$ cat config.mk
export PLATFORM = sky130hd
export DESIGN_NAME = pfc_ctrl
export DESIGN_NICKNAME = d
export VERILOG_FILES = /design/src/rtl/pfc_pkg.sv /design/src/rtl/pfc_sw_if.sv /design/src/rtl/pfc_ctrl.sv /design/src/rtl/pfc_valley.sv /design/src/rtl/pfc_timer.sv
export SDC_FILE = /design/constraint.sdc
export NUM_CORES = 1
export LEC_CHECK = 0
export BUFFER_PORTS_ARGS = -buffer_cell sky130_fd_sc_hd__buf_4
export CORE_ASPECT_RATIO = 0.7
export CORE_MARGIN = 10
export CORE_UTILIZATION = 25
export DETAILED_ROUTE_END_ITERATION = 12
export PLACE_DENSITY = 0.37
export SYNTH_ARGS = -nofsm -noshare
export SYNTH_HDL_FRONTEND = slang
export SYNTH_SLANG_ARGS = --single-unit
$ cat constraint.sdc
create_clock -name pclk -period 14.55 [get_ports pclk]
set_input_delay 0.7275 -clock pclk [delete_from_list [all_inputs] [get_ports pclk]]
set_output_delay 0.7275 -clock pclk [all_outputs]
set_load 0.01 [all_outputs]
$ cat src/rtl/pfc_pkg.sv
/*
 * Package for the PFC switch control and protection block: the register map,
 * the field positions, the reset values, the timing counts and the supervisor states.
 * Assumes a 20 MHz pclk. Every user writes pfc_pkg::name and imports nothing.
 */
package pfc_pkg;
   // ************************************************************
   // Clock and timing
   // ************************************************************
   localparam int CLK_MHZ = 20;
   localparam int VALLEY_TIMEOUT_US = 10;
   localparam int VALLEY_TIMEOUT_CYC = (VALLEY_TIMEOUT_US * CLK_MHZ);
   localparam int BLANK_NS = 300;
   localparam int BLANK_CYC = (BLANK_NS * CLK_MHZ + 999) / 1000;
   localparam int SHORT_COIL_MS = 100;
   localparam int SHORT_COIL_CYC = SHORT_COIL_MS * 1000 * CLK_MHZ;
   localparam int CNT_W = 24;
   localparam int TON_W = 12;
   localparam int ADC_W = 12;

   // ************************************************************
   // Register map (byte addresses)
   // ************************************************************
   localparam logic [7:0] ADDR_CTRL = 8'h00;
   localparam logic [7:0] ADDR_REF = 8'h04;
   localparam logic [7:0] ADDR_OFFMIN = 8'h08;
   localparam logic [7:0] ADDR_PERMIN = 8'h0C;
   localparam logic [7:0] ADDR_XCAPDLY = 8'h10;
   localparam logic [7:0] ADDR_GAIN = 8'h14;
   localparam logic [7:0] ADDR_PROT = 8'h18;
   localparam logic [7:0] ADDR_STATUS = 8'h1C;
   localparam logic [7:0] ADDR_TON = 8'h20;

   // Control register fields
   localparam int CTRL_EN_BIT = 0;
   localparam int CTRL_OVP_LATCH_BIT = 1;
   localparam int CTRL_FLT_LATCH_BIT = 2;
   localparam int CTRL_BO_LLC_BIT = 3;

   // Protection register fields, write one to clear
   localparam int PROT_NVM_BIT = 0;
   localparam int PROT_DOVP_BIT = 1;
   localparam int PROT_OCP_BIT = 2;
   localparam int PROT_CMR_BIT = 3;
   localparam int PROT_FLT_BIT = 4;
   localparam int PROT_COIL_BIT = 5;
   localparam int PROT_W = 6;

   // Reset values
   localparam logic [3:0] CTRL_RST = 4'h1;
   localparam logic [ADC_W-1:0] REF_RST = 12'h800;
   localparam logic [15:0] OFFMIN_RST = 16'h0014;
   localparam logic [15:0] PERMIN_RST = 16'h0064;
   localparam logic [CNT_W-1:0] XCAPDLY_RST = 24'h030D40;
   localparam logic [3:0] GAIN_RST = 4'h4;

   // Supervisor states
   typedef enum logic [2:0] {SUP_LOAD, SUP_RUN, SUP_RESTART, SUP_LATCH} pfc_sup_t;
endpackage

$ cat src/rtl/pfc_sw_if.sv
/*
 * Interface carrying the switch-cycle events between the control core and the
 * cycle timer. Both ends run on the same pclk.
 */
`timescale 1ns/1ps
interface pfc_sw_if;
   logic gate;
   logic run;
   logic [pfc_pkg::TON_W-1:0] ton_lim;
   logic [15:0] off_min;
   logic [15:0] per_min;
   logic valley_ok;
   logic ocp_hit;
   logic cycle_start;
   logic cycle_ocp;
   modport core (output run, ton_lim, off_min, per_min, valley_ok, ocp_hit,
      input gate, cycle_start, cycle_ocp);
   modport timer (input run, ton_lim, off_min, per_min, valley_ok, ocp_hit,
      output gate, cycle_start, cycle_ocp);
endinterface

$ cat src/rtl/pfc_ctrl.sv
/*
 * PFC switch control and protection supervisor with an APB register file.
 * Assumes sense comparators and ADC words come from outside pclk and are
 * synchronised here; the resonant stage reads llc_enable.
 */
// Notes on behaviour
// - Next stroke only after demag and valley
// - Soft start ramps on-time limit per cycle
// - Digital loop sets on-time from boost error
// - Mains term scales loop gain constant
// - Switch on only after demagnetisation detected
// - Substitute valley after valley timeout
// - Above max frequency fall back to DCM
// - Enforce minimum off-time every cycle
// - No mains rise for delay: discharge
// - Stop discharge when mains reappears
// - Parameter load failure holds off, retries
// - Brownout stops PFC; LLC stop selectable
// - Drain overvoltage: stop, latch or restart
// - Overcurrent ends cycle, continue, record
// - Shorted coil: stop both, safe restart
// - Capacitive guard activity recorded
// - Listed faults: stop, latch or restart
// - In protection regulate supply via drain
// - Overcurrent for 100 ms means shorted coil
// - Blank overcurrent 300 ns after turn-on
`timescale 1ns/1ps
module pfc_ctrl #(
   parameter int SHORT_COIL_CYC = pfc_pkg::SHORT_COIL_CYC
) (
   // APB
   input wire logic pclk,
   input wire logic presetn,
   input wire logic psel,
   input wire logic penable,
   input wire logic pwrite,
   input wire logic [7:0] paddr,
   input wire logic [31:0] pwdata,
   output logic [31:0] prdata,
   output logic pready,
   output logic pslverr,
   // Analog front end (asynchronous)
   input wire logic [11:0] boost_sense_input,
   input wire logic [11:0] mains_sense_input,
   input wire logic pfc_current_sense,
   input wire logic pfc_drain_sense,
   input wire logic demag_detect,
   input wire logic ocp_trip,
   input wire logic brownout_flag,
   input wire logic brownin_flag,
   input wire logic drain_ovp_flag,
   input wire logic fault_flags_any,
   input wire logic cmr_active,
   input wire logic supply_below_start,
   // Parameter store
   input wire logic nvm_done,
   input wire logic nvm_ok,
   output logic nvm_read,
   // Outputs
   output logic pfc_gate,
   output logic llc_enable,
   output logic xcap_discharge,
   output logic supply_charge
);
   // ************************************************************
   // Synchronisers
   // ************************************************************
   localparam int NS = 11;
   logic [NS-1:0] raw_in;
   logic [NS-1:0] s1_reg;
   logic [NS-1:0] s2_reg;
   logic [11:0] boost_s1_reg, boost_s2_reg, mains_s1_reg, mains_s2_reg;

   assign raw_in = {pfc_current_sense, pfc_drain_sense, demag_detect, ocp_trip,
      brownout_flag, brownin_flag, drain_ovp_flag, fault_flags_any, cmr_active,
      supply_below_start, nvm_ok};

   // Two stages per bit; the ADC words are assumed stable between conversions
   generate
      for (genvar i = 0; i < NS; i++) begin : g_sync
         always_ff @(posedge pclk or negedge presetn) begin
            if (!presetn) begin
               s1_reg[i] <= 1'b0;
               s2_reg[i] <= 1'b0;
            end else begin
               s1_reg[i] <= raw_in[i];
               s2_reg[i] <= s1_reg[i];
            end
         end
      end
   endgenerate

   always_ff @(posedge pclk or negedge presetn) begin
      if (!presetn) begin
         boost_s1_reg <= 12'h000;
         boost_s2_reg <= 12'h000;
         mains_s1_reg <= 12'h000;
         mains_s2_reg <= 12'h000;
      end else begin
         boost_s1_reg <= boost_sense_input;
         boost_s2_reg <= boost_s1_reg;
         mains_s1_reg <= mains_sense_input;
         mains_s2_reg <= mains_s1_reg;
      end
   end

   logic cur_s, drn_s, demag_s, ocp_s, bo_s, bi_s, dovp_s, flt_s, cmr_s, sup_low_s, nvm_ok_s;
   assign {cur_s, drn_s, demag_s, ocp_s, bo_s, bi_s, dovp_s, flt_s, cmr_s, sup_low_s,
      nvm_ok_s} = s2_reg;

   // ************************************************************
   // Registers and APB
   // ************************************************************
   logic [3:0] ctrl_reg;
   logic [11:0] ref_reg;
   logic [15:0] offmin_reg;
   logic [15:0] permin_reg;
   logic [23:0] xcapdly_reg;
   logic [3:0] gain_reg;
   logic [pfc_pkg::PROT_W-1:0] prot_reg;
   logic [pfc_pkg::PROT_W-1:0] prot_set;
   logic wr_en, rd_hit;
   logic [31:0] rd_mux;

   assign wr_en = psel && penable && pwrite;
   assign pready = 1'b1;
   assign rd_hit = (paddr <= pfc_pkg::ADDR_TON) && (paddr[1:0] == 2'b00);
   assign pslverr = psel && penable && !rd_hit;

   // Plain register writes
   always_ff @(posedge pclk or negedge presetn) begin
      if (!presetn) begin
         ctrl_reg <= pfc_pkg::CTRL_RST;
         ref_reg <= pfc_pkg::REF_RST;
         offmin_reg <= pfc_pkg::OFFMIN_RST;
         permin_reg <= pfc_pkg::PERMIN_RST;
         xcapdly_reg <= pfc_pkg::XCAPDLY_RST;
         gain_reg <= pfc_pkg::GAIN_RST;
      end else if (wr_en) begin
         if (paddr == pfc_pkg::ADDR_CTRL) ctrl_reg <= pwdata[3:0];
         if (paddr == pfc_pkg::ADDR_REF) ref_reg <= pwdata[11:0];
         if (paddr == pfc_pkg::ADDR_OFFMIN) offmin_reg <= pwdata[15:0];
         if (paddr == pfc_pkg::ADDR_PERMIN) permin_reg <= pwdata[15:0];
         if (paddr == pfc_pkg::ADDR_XCAPDLY) xcapdly_reg <= pwdata[23:0];
         if (paddr == pfc_pkg::ADDR_GAIN) gain_reg <= pwdata[3:0];
      end
   end

   // Protection flags: hardware set wins over a write-one clear
   logic prot_clr_en;
   assign prot_clr_en = wr_en && (paddr == pfc_pkg::ADDR_PROT);
   always_ff @(posedge pclk or negedge presetn) begin
      if (!presetn) prot_reg <= '0;
      else prot_reg <= (prot_reg & ~(prot_clr_en ? pwdata[pfc_pkg::PROT_W-1:0] : '0)) | prot_set;
   end

   // ************************************************************
   // Supervisor
   // ************************************************************
   pfc_pkg::pfc_sup_t sup_reg, sup_next;
   logic [23:0] coil_cnt_reg;
   logic coil_short;
   logic dovp_evt, flt_evt, fault_clear, latch_sel;
   logic nvm_fail;
   logic pfc_bo_reg;

   assign nvm_fail = nvm_done && !nvm_ok_s;
   // Overcurrent seen continuously for the long window means a shorted coil
   assign coil_short = (coil_cnt_reg == 24'(SHORT_COIL_CYC - 1));
   assign dovp_evt = dovp_s;
   assign flt_evt = flt_s;
   assign fault_clear = !dovp_s && !flt_s && !ocp_s;
   assign latch_sel = dovp_evt ? ctrl_reg[pfc_pkg::CTRL_OVP_LATCH_BIT] :
      ctrl_reg[pfc_pkg::CTRL_FLT_LATCH_BIT];

   // Next state
   always_comb begin
      sup_next = sup_reg;
      case (sup_reg)
         pfc_pkg::SUP_LOAD: if (nvm_done && nvm_ok_s) sup_next = pfc_pkg::SUP_RUN;
         pfc_pkg::SUP_RUN: begin
            if (coil_short) sup_next = pfc_pkg::SUP_RESTART;
            else if (dovp_evt || flt_evt)
               sup_next = latch_sel ? pfc_pkg::SUP_LATCH : pfc_pkg::SUP_RESTART;
         end
         // Restart re-enters the start-up sequence once faults are gone
         pfc_pkg::SUP_RESTART: if (fault_clear) sup_next = pfc_pkg::SUP_LOAD;
         pfc_pkg::SUP_LATCH: sup_next = pfc_pkg::SUP_LATCH;
         default: sup_next = pfc_pkg::SUP_LOAD;
      endcase
   end

   always_ff @(posedge pclk or negedge presetn) begin
      if (!presetn) sup_reg <= pfc_pkg::SUP_LOAD;
      else sup_reg <= sup_next;
   end

   // Parameter read request while loading; retried every cycle until valid
   assign nvm_read = (sup_reg == pfc_pkg::SUP_LOAD);

   // Brownout stops the PFC until brownin
   always_ff @(posedge pclk or negedge presetn) begin
      if (!presetn) pfc_bo_reg <= 1'b0;
      else if (bo_s) pfc_bo_reg <= 1'b1;
      else if (bi_s) pfc_bo_reg <= 1'b0;
   end

   // ************************************************************
   // On-time loop and soft start
   // ************************************************************
   pfc_sw_if sw();
   logic signed [13:0] err;
   logic signed [23:0] integ_reg;
   logic [11:0] ton_reg, ss_reg;
   logic [11:0] ton_loop;
   logic [3:0] mains_shift;
   logic run_ok;

   assign run_ok = (sup_reg == pfc_pkg::SUP_RUN) && ctrl_reg[pfc_pkg::CTRL_EN_BIT] &&
      !pfc_bo_reg && !sup_low_s;
   assign err = 14'(signed'({2'b00, ref_reg})) - 14'(signed'({2'b00, boost_s2_reg}));
   // Higher mains means less gain; the mains MSBs set a shift
   assign mains_shift = gain_reg + {2'b00, mains_s2_reg[11:10]};
   assign ton_loop = (integ_reg < 0) ? 12'h000 :
      ((integ_reg[23:12] != 12'h000) ? 12'hFFF : integ_reg[11:0]);

   // Integrator only, no proportional term, updated once per switching cycle
   always_ff @(posedge pclk or negedge presetn) begin
      if (!presetn) begin
         integ_reg <= 24'sh000000;
         ton_reg <= 12'h000;
      end else if (sw.cycle_start) begin
         integ_reg <= integ_reg + (24'(err) >>> mains_shift);
         ton_reg <= ton_loop;
      end
   end

   // Soft start: limit climbs one step per cycle from zero
   always_ff @(posedge pclk or negedge presetn) begin
      if (!presetn) ss_reg <= 12'h000;
      else if (!run_ok) ss_reg <= 12'h000;
      else if (sw.cycle_start && ss_reg < ton_reg) ss_reg <= ss_reg + 12'h001;
   end

   assign sw.run = run_ok;
   assign sw.ton_lim = (ss_reg < ton_reg) ? ss_reg : ton_reg;
   assign sw.off_min = offmin_reg;
   assign sw.per_min = permin_reg;
   assign sw.ocp_hit = ocp_s || cur_s;

   pfc_valley u_valley (
      .pclk(pclk),
      .presetn(presetn),
      .gate(sw.gate),
      .demag(demag_s),
      .valley(drn_s),
      .valley_ok(sw.valley_ok)
   );

   pfc_timer u_timer (
      .pclk(pclk),
      .presetn(presetn),
      .sw(sw)
   );

   // Continuous overcurrent counter, cleared by any cycle without a trip
   always_ff @(posedge pclk or negedge presetn) begin
      if (!presetn) coil_cnt_reg <= 24'h000000;
      else if (!ocp_s || sup_reg != pfc_pkg::SUP_RUN) coil_cnt_reg <= 24'h000000;
      else if (!coil_short) coil_cnt_reg <= coil_cnt_reg + 24'h000001;
   end

   // ************************************************************
   // X-capacitor discharge
   // ************************************************************
   logic [11:0] mains_max_reg;
   logic [23:0] xcap_cnt_reg;
   logic mains_rise;
   logic xcap_reg;
   assign mains_rise = mains_s2_reg > mains_max_reg;
   always_ff @(posedge pclk or negedge presetn) begin
      if (!presetn) begin
         mains_max_reg <= 12'h000;
         xcap_cnt_reg <= 24'h000000;
         xcap_reg <= 1'b0;
      end else if (mains_rise) begin
         mains_max_reg <= mains_s2_reg;
         xcap_cnt_reg <= 24'h000000;
         xcap_reg <= 1'b0;
      end else if (xcap_cnt_reg >= xcapdly_reg) begin
         xcap_reg <= 1'b1;
         mains_max_reg <= mains_s2_reg;
      end else begin
         xcap_cnt_reg <= xcap_cnt_reg + 24'h000001;
      end
   end

   // ************************************************************
   // Outputs and readback
   // ************************************************************
   assign prot_set = {coil_short, flt_evt && sup_reg == pfc_pkg::SUP_RUN, cmr_s,
      sw.cycle_ocp, dovp_evt && sup_reg == pfc_pkg::SUP_RUN,
      nvm_fail && sup_reg == pfc_pkg::SUP_LOAD};
   assign pfc_gate = sw.gate;
   assign llc_enable = (sup_reg == pfc_pkg::SUP_RUN) &&
      !(pfc_bo_reg && ctrl_reg[pfc_pkg::CTRL_BO_LLC_BIT]);
   assign xcap_discharge = xcap_reg;
   assign supply_charge = (sup_reg == pfc_pkg::SUP_LATCH || sup_reg == pfc_pkg::SUP_RESTART
      || sup_reg == pfc_pkg::SUP_LOAD) && sup_low_s;

   assign rd_mux = (paddr == pfc_pkg::ADDR_CTRL) ? {28'h0, ctrl_reg} :
      (paddr == pfc_pkg::ADDR_REF) ? {20'h0, ref_reg} :
      (paddr == pfc_pkg::ADDR_OFFMIN) ? {16'h0, offmin_reg} :
      (paddr == pfc_pkg::ADDR_PERMIN) ? {16'h0, permin_reg} :
      (paddr == pfc_pkg::ADDR_XCAPDLY) ? {8'h0, xcapdly_reg} :
      (paddr == pfc_pkg::ADDR_GAIN) ? {28'h0, gain_reg} :
      (paddr == pfc_pkg::ADDR_PROT) ? {26'h0, prot_reg} :
      (paddr == pfc_pkg::ADDR_STATUS) ? {25'h0, xcap_reg, pfc_bo_reg, sw.gate, 1'b0, sup_reg} :
      (paddr == pfc_pkg::ADDR_TON) ? {20'h0, sw.ton_lim} : 32'h0;

   // Registered read data
   always_ff @(posedge pclk or negedge presetn) begin
      if (!presetn) prdata <= 32'h0;
      else if (psel && !penable && !pwrite) prdata <= rd_mux;
   end
endmodule

$ cat src/rtl/pfc_valley.sv
/*
 * Valley gate: qualifies the turn-on moment after demagnetisation, from a real
 * valley or from the timeout. Inputs arrive already synchronised on pclk.
 */
`timescale 1ns/1ps
module pfc_valley (
   // Clock and reset
   input wire logic pclk,
   input wire logic presetn,
   // Sense events
   input wire logic gate,
   input wire logic demag,
   input wire logic valley,
   // Result
   output logic valley_ok
);
   logic armed_reg;
   logic [7:0] tmo_reg;
   logic tmo_done;

   // Substitute valley once the timeout has run out
   assign tmo_done = (tmo_reg == 8'(pfc_pkg::VALLEY_TIMEOUT_CYC));

   // Arm on demagnetisation while the switch is off, reset on turn-on
   always_ff @(posedge pclk or negedge presetn) begin
      if (!presetn) begin
         armed_reg <= 1'b0;
         tmo_reg <= 8'h00;
      end else if (gate) begin
         armed_reg <= 1'b0;
         tmo_reg <= 8'h00;
      end else begin
         if (demag) armed_reg <= 1'b1;
         if ((armed_reg || demag) && !tmo_done) tmo_reg <= tmo_reg + 8'h01;
      end
   end

   // Turn-on is allowed only once demagnetised and at a valley or after the timeout
   assign valley_ok = armed_reg && (valley || tmo_done);
endmodule

$ cat src/rtl/pfc_timer.sv
/*
 * Switch cycle timer: on-time, minimum off-time, minimum period and the
 * overcurrent blanking window. Single pclk domain.
 */
`timescale 1ns/1ps
module pfc_timer (
   // Clock and reset
   input wire logic pclk,
   input wire logic presetn,
   // Link to the core
   pfc_sw_if.timer sw
);
   logic [15:0] on_cnt_reg;
   logic [15:0] off_cnt_reg;
   logic [15:0] per_cnt_reg;
   logic gate_reg;
   logic blank_done;
   logic off_ok;
   logic freq_ok;
   logic start_now;
   logic end_now;

   // Overcurrent is masked during the blanking window after turn-on
   assign blank_done = (on_cnt_reg >= 16'(pfc_pkg::BLANK_CYC));
   assign off_ok = (off_cnt_reg >= sw.off_min);
   // Below the minimum period the cycle stretches to a later valley, i.e. DCM
   assign freq_ok = (per_cnt_reg >= sw.per_min);
   assign start_now = !gate_reg && sw.run && off_ok && freq_ok && sw.valley_ok;
   assign end_now = gate_reg && ((on_cnt_reg >= 16'(sw.ton_lim)) || !sw.run ||
      (sw.ocp_hit && blank_done));
   assign sw.gate = gate_reg;
   assign sw.cycle_start = start_now;
   assign sw.cycle_ocp = gate_reg && sw.ocp_hit && blank_done;

   // Gate and counters; off and period counters saturate to avoid wrapping
   always_ff @(posedge pclk or negedge presetn) begin
      if (!presetn) begin
         gate_reg <= 1'b0;
         on_cnt_reg <= 16'h0000;
         off_cnt_reg <= 16'h0000;
         per_cnt_reg <= 16'h0000;
      end else begin
         if (start_now) gate_reg <= 1'b1;
         else if (end_now) gate_reg <= 1'b0;
         on_cnt_reg <= start_now ? 16'h0000 : (gate_reg ? on_cnt_reg + 16'h0001 : on_cnt_reg);
         off_cnt_reg <= gate_reg ? 16'h0000 :
            ((off_cnt_reg == 16'hFFFF) ? off_cnt_reg : off_cnt_reg + 16'h0001);
         per_cnt_reg <= start_now ? 16'h0000 :
            ((per_cnt_reg == 16'hFFFF) ? per_cnt_reg : per_cnt_reg + 16'h0001);
      end
   end
endmodule

==> impl_metrics.env <==
export IMPL_status="finished clean"
export IMPL_die_w_um=350
export IMPL_via_per_inst=4.73
export IMPL_synth_cell_types=84
export IMPL_cts_buffers=42
export IMPL_antenna_found_initial=4
export IMPL_path_class="reg -> reg"
export IMPL_startpoint_type="register"
export IMPL_placed_area_sq_mm=0.0209
export IMPL_postRouteAntennaNets=0
export IMPL_crit_fanout=18
export IMPL_ff2ff_setup_slack_ns=8.61
export IMPL_tns_ns=0
export IMPL_htreeDepth=2
export IMPL_power_leakage_nw=10.1
export IMPL_r2r_end="integ_reg[23]$_DFFE_PN0P_"
export IMPL_worst_slew_pin_transition_ns=1.19
export IMPL_grt_pass1_vias=14400
export IMPL_maxSlewViolCount=0
export IMPL_endpoint_kind="register"
export IMPL_placed_cells=3009
export IMPL_min_period_ns=5.94
export IMPL_avgSynthCellArea_sq_um=9.65
export IMPL_synth_ff_type="dfrtp_1"
export IMPL_crit_arrival_ns=6.39
export IMPL_cts_sinks=346
export IMPL_num_vias=14600
export IMPL_ys_seq_elements=346
export IMPL_relSlewSlack_pct=20.2
export IMPL_ctsHoldBuffers=0
export IMPL_clockBufferDepth=3
export IMPL_gr_usage_all_layers_pct=13.3
export IMPL_powerDensity_mw_per_mm2=114
export IMPL_nets=2285
export IMPL_synth_common_cells="332 x dfrtp_1, 201 x nor2_1, 188 x nand2_1"
export IMPL_path_clk_slew_ns=0.06
export IMPL_setup_viol_count_final=0
export IMPL_wl_per_cell_um=19.0
export IMPL_final_cells=3086
export IMPL_core_sq_mm=0.0754
export IMPL_insertion_delay_ns=0.59
export IMPL_synth_edf_count=0
export IMPL_synthesis_area_sq_mm=0.0191
export IMPL_setup_worst_path_start="ref_reg[0]$_DFFE_PN0P_"
export IMPL_first_iter_violations=1027
export IMPL_sw_frac_of_total_pct=28.5
export IMPL_synth_top_cell_area_share_pct=43.6
export IMPL_layout_drive_gt1_share_pct=12.4
export IMPL_synthArstFlopShare_pct=100
export IMPL_ys_seq_area_share_pct=45.5
export IMPL_overflow=0
export IMPL_ys_top_cells_by_area="dfrtp_1 44%, ha_1 9.0%, nor2_1 4.0%"
export IMPL_firstDrtPassIters=5
export IMPL_grt_max_degree=90
export IMPL_io_pins=120
export IMPL_drt_drc_violations_left=0
export IMPL_r2r_start="ref_reg[0]$_DFFE_PN0P_"
export IMPL_cts_tree="yes"
export IMPL_p_int_mw=1.82
export IMPL_drt_wl_total_mm=58.7
export IMPL_synth_most_common_cell="dfrtp_1"
export IMPL_critPathCapture="integ_reg[23]$_DFFE_PN0P_"
export IMPL_yosysWarnings=0
export IMPL_grt_pass1_wl_mm=91.3
export IMPL_power_frac_clock_pct=43.4
export IMPL_cts_setup_buffers=0
export IMPL_ir_worst_vdd_mv=0.0686
export IMPL_period_share_pct=40.8
export IMPL_yosysTopAreaCell="dfrtp_1"
export IMPL_cts_resized=0
export IMPL_n_fill_cell=7836
export IMPL_worstPathRequired_ns=15.01
export IMPL_fin_skew_ns=0.0225
export IMPL_hold_viol=0
export IMPL_rsz0062_at_grt="false"
export IMPL_num_rows=84
export IMPL_syn_inst=1975
export IMPL_hold_path_class="in -> async"
export IMPL_final_cell_area_sq_mm=0.0223
export IMPL_die_h_um=251
export IMPL_initial_utilization_pct=25.3
export IMPL_net_switching_power_uw=728
export IMPL_areaGrowthSynthToFinish_pct=17.0
export IMPL_p_seq_share_pct=42.8
export IMPL_worst_r2r_cell_count=24
export IMPL_dieArea_sq_mm=0.0879
export IMPL_cts_root_buf="clkbuf_16"
export IMPL_gp_congestion=0.839
export IMPL_maxCapViolCount=0
export IMPL_hpwl_mm=43.6
export IMPL_power_frac_comb_pct=13.8
export IMPL_io_buffers=102
export IMPL_max_freq_ghz=0.168
==> worst max-delay path, stage by stage (launching register included) <==
cell and delay [ns]:
dfrtp_1 0.42, inv_1 0.11, ha_1 0.20, fa_1 0.23, nor2b_1 0.06, o21a_1 0.18, o21a_1 0.22, o22a_1 0.23
a31oi_1 0.34, o21ai_1 0.12, buf_4 0.18, inv_2 0.31, nor2_1 0.21, a22o_1 0.27, a211oi_1 0.30, ha_1 0.34
and3_1 0.20, a221oi_1 0.43, a21oi_1 0.19, o41ai_2 0.47, o21ai_1 0.23, nand4_1 0.16, a31oi_1 0.13, mux2i_1 0.15
xnor2_1 0.13
==> kinds of logic after synthesis <==
logic type,share of synthesized area [%]
simple gates,16.9
compound gates,13.7
flops,45.5
buf+inv,4.44
fa+ha+maj,9.31
xor+xnor,5.19
mux,4.94
other cells,0.0394
==> power by group through the flow <==
stage | Combinational (mW) | Sequential [mW] | Clock, mW
2_1_floorplan | 0.234 | 1.08 | 0
3_3_place_gp | 0.350 | 1.11 | 0
3_5_place_dp | 0.357 | 1.11 | 0
4_1_cts | 0.360 | 1.09 | 1.15
5_1_grt | 0.409 | 1.10 | 1.19
6_report | 0.352 | 1.09 | 1.11
==> layout make-up <==
| class | count | area, sq um | area share [%] |
|---|---|---|---|
| Sequential cell | 346 | 8680 | 38.9 |
| Antenna cell | 2 | 5.00 | 0.0224 |
| Clock inverter | 11 | 140 | 0.628 |
| Clock buffer | 64 | 1290 | 5.77 |
| Inverter | 132 | 495 | 2.22 |
| Timing Repair Buffer | 115 | 871 | 3.91 |
| Multi-Input combinational cell | 1427 | 9590 | 43.0 |
| Tap cell | 989 | 1240 | 5.55 |
==> layout by cell type, fill, tap and decap left out, drive strengths merged, types with 55 or more instances in the layout <==
cell	Yosys	final
dfrtp	332	332
nor2	201	201
nand2	188	188
o21ai	139	139
ha	137	137
inv	131	132
buf	26	115
a21oi	93	93
clkbuf	51	64
xor2	59	59
mux2	56	56
nand3	55	55
==> through the flow <==
stage | hold WS (ns) | power [mW] | util [%] | setup WS (ns)
final | 0.185 | 2.55 | 29.6 | 8.61
after global routing | 0.220 | 2.70 | 29.6 | 8.18
after CTS | 0.182 | 2.60 | 29.6 | 8.60
after detailed placement | 0.335 | 1.46 | 27.7 | 8.62
after global placement | 0.333 | 1.46 | 27.7 | 8.64
after floorplan | 0.331 | 1.32 | - | 9.85
==> worst min path at each step <==
stage                              start                   endpoint  slack (ns)  cells past startpoint
2_1_floorplan        s1_reg[5]$_DFF_PN0_             bi_s$_DFF_PN0_        0.33                      0
3_3_place_gp   mains_s1_reg[6]$_DFF_PN0_  mains_s2_reg[6]$_DFF_PN0_        0.33                      0
3_5_place_dp   mains_s1_reg[3]$_DFF_PN0_  mains_s2_reg[3]$_DFF_PN0_        0.33                      0
4_1_cts                          presetn  mains_s1_reg[4]$_DFF_PN0_        0.18                      1
5_1_grt                          presetn  mains_s1_reg[4]$_DFF_PN0_        0.22                      1
6_report                         presetn  mains_s1_reg[9]$_DFF_PN0_        0.19                      1
==> per-layer routing <==
layer / GRT usage (%) / share of wire (%) / vias up
met1: 21.3 / 55 / 7134
li1: - / - / 7102
met2: 16.9 / 37 / 286
met4: 2.95 / 1.9 / 6
met3: 3.41 / 6.4 / 67
met5: 0 / 0.048 / -
Power figures use the tool's default switching activity.
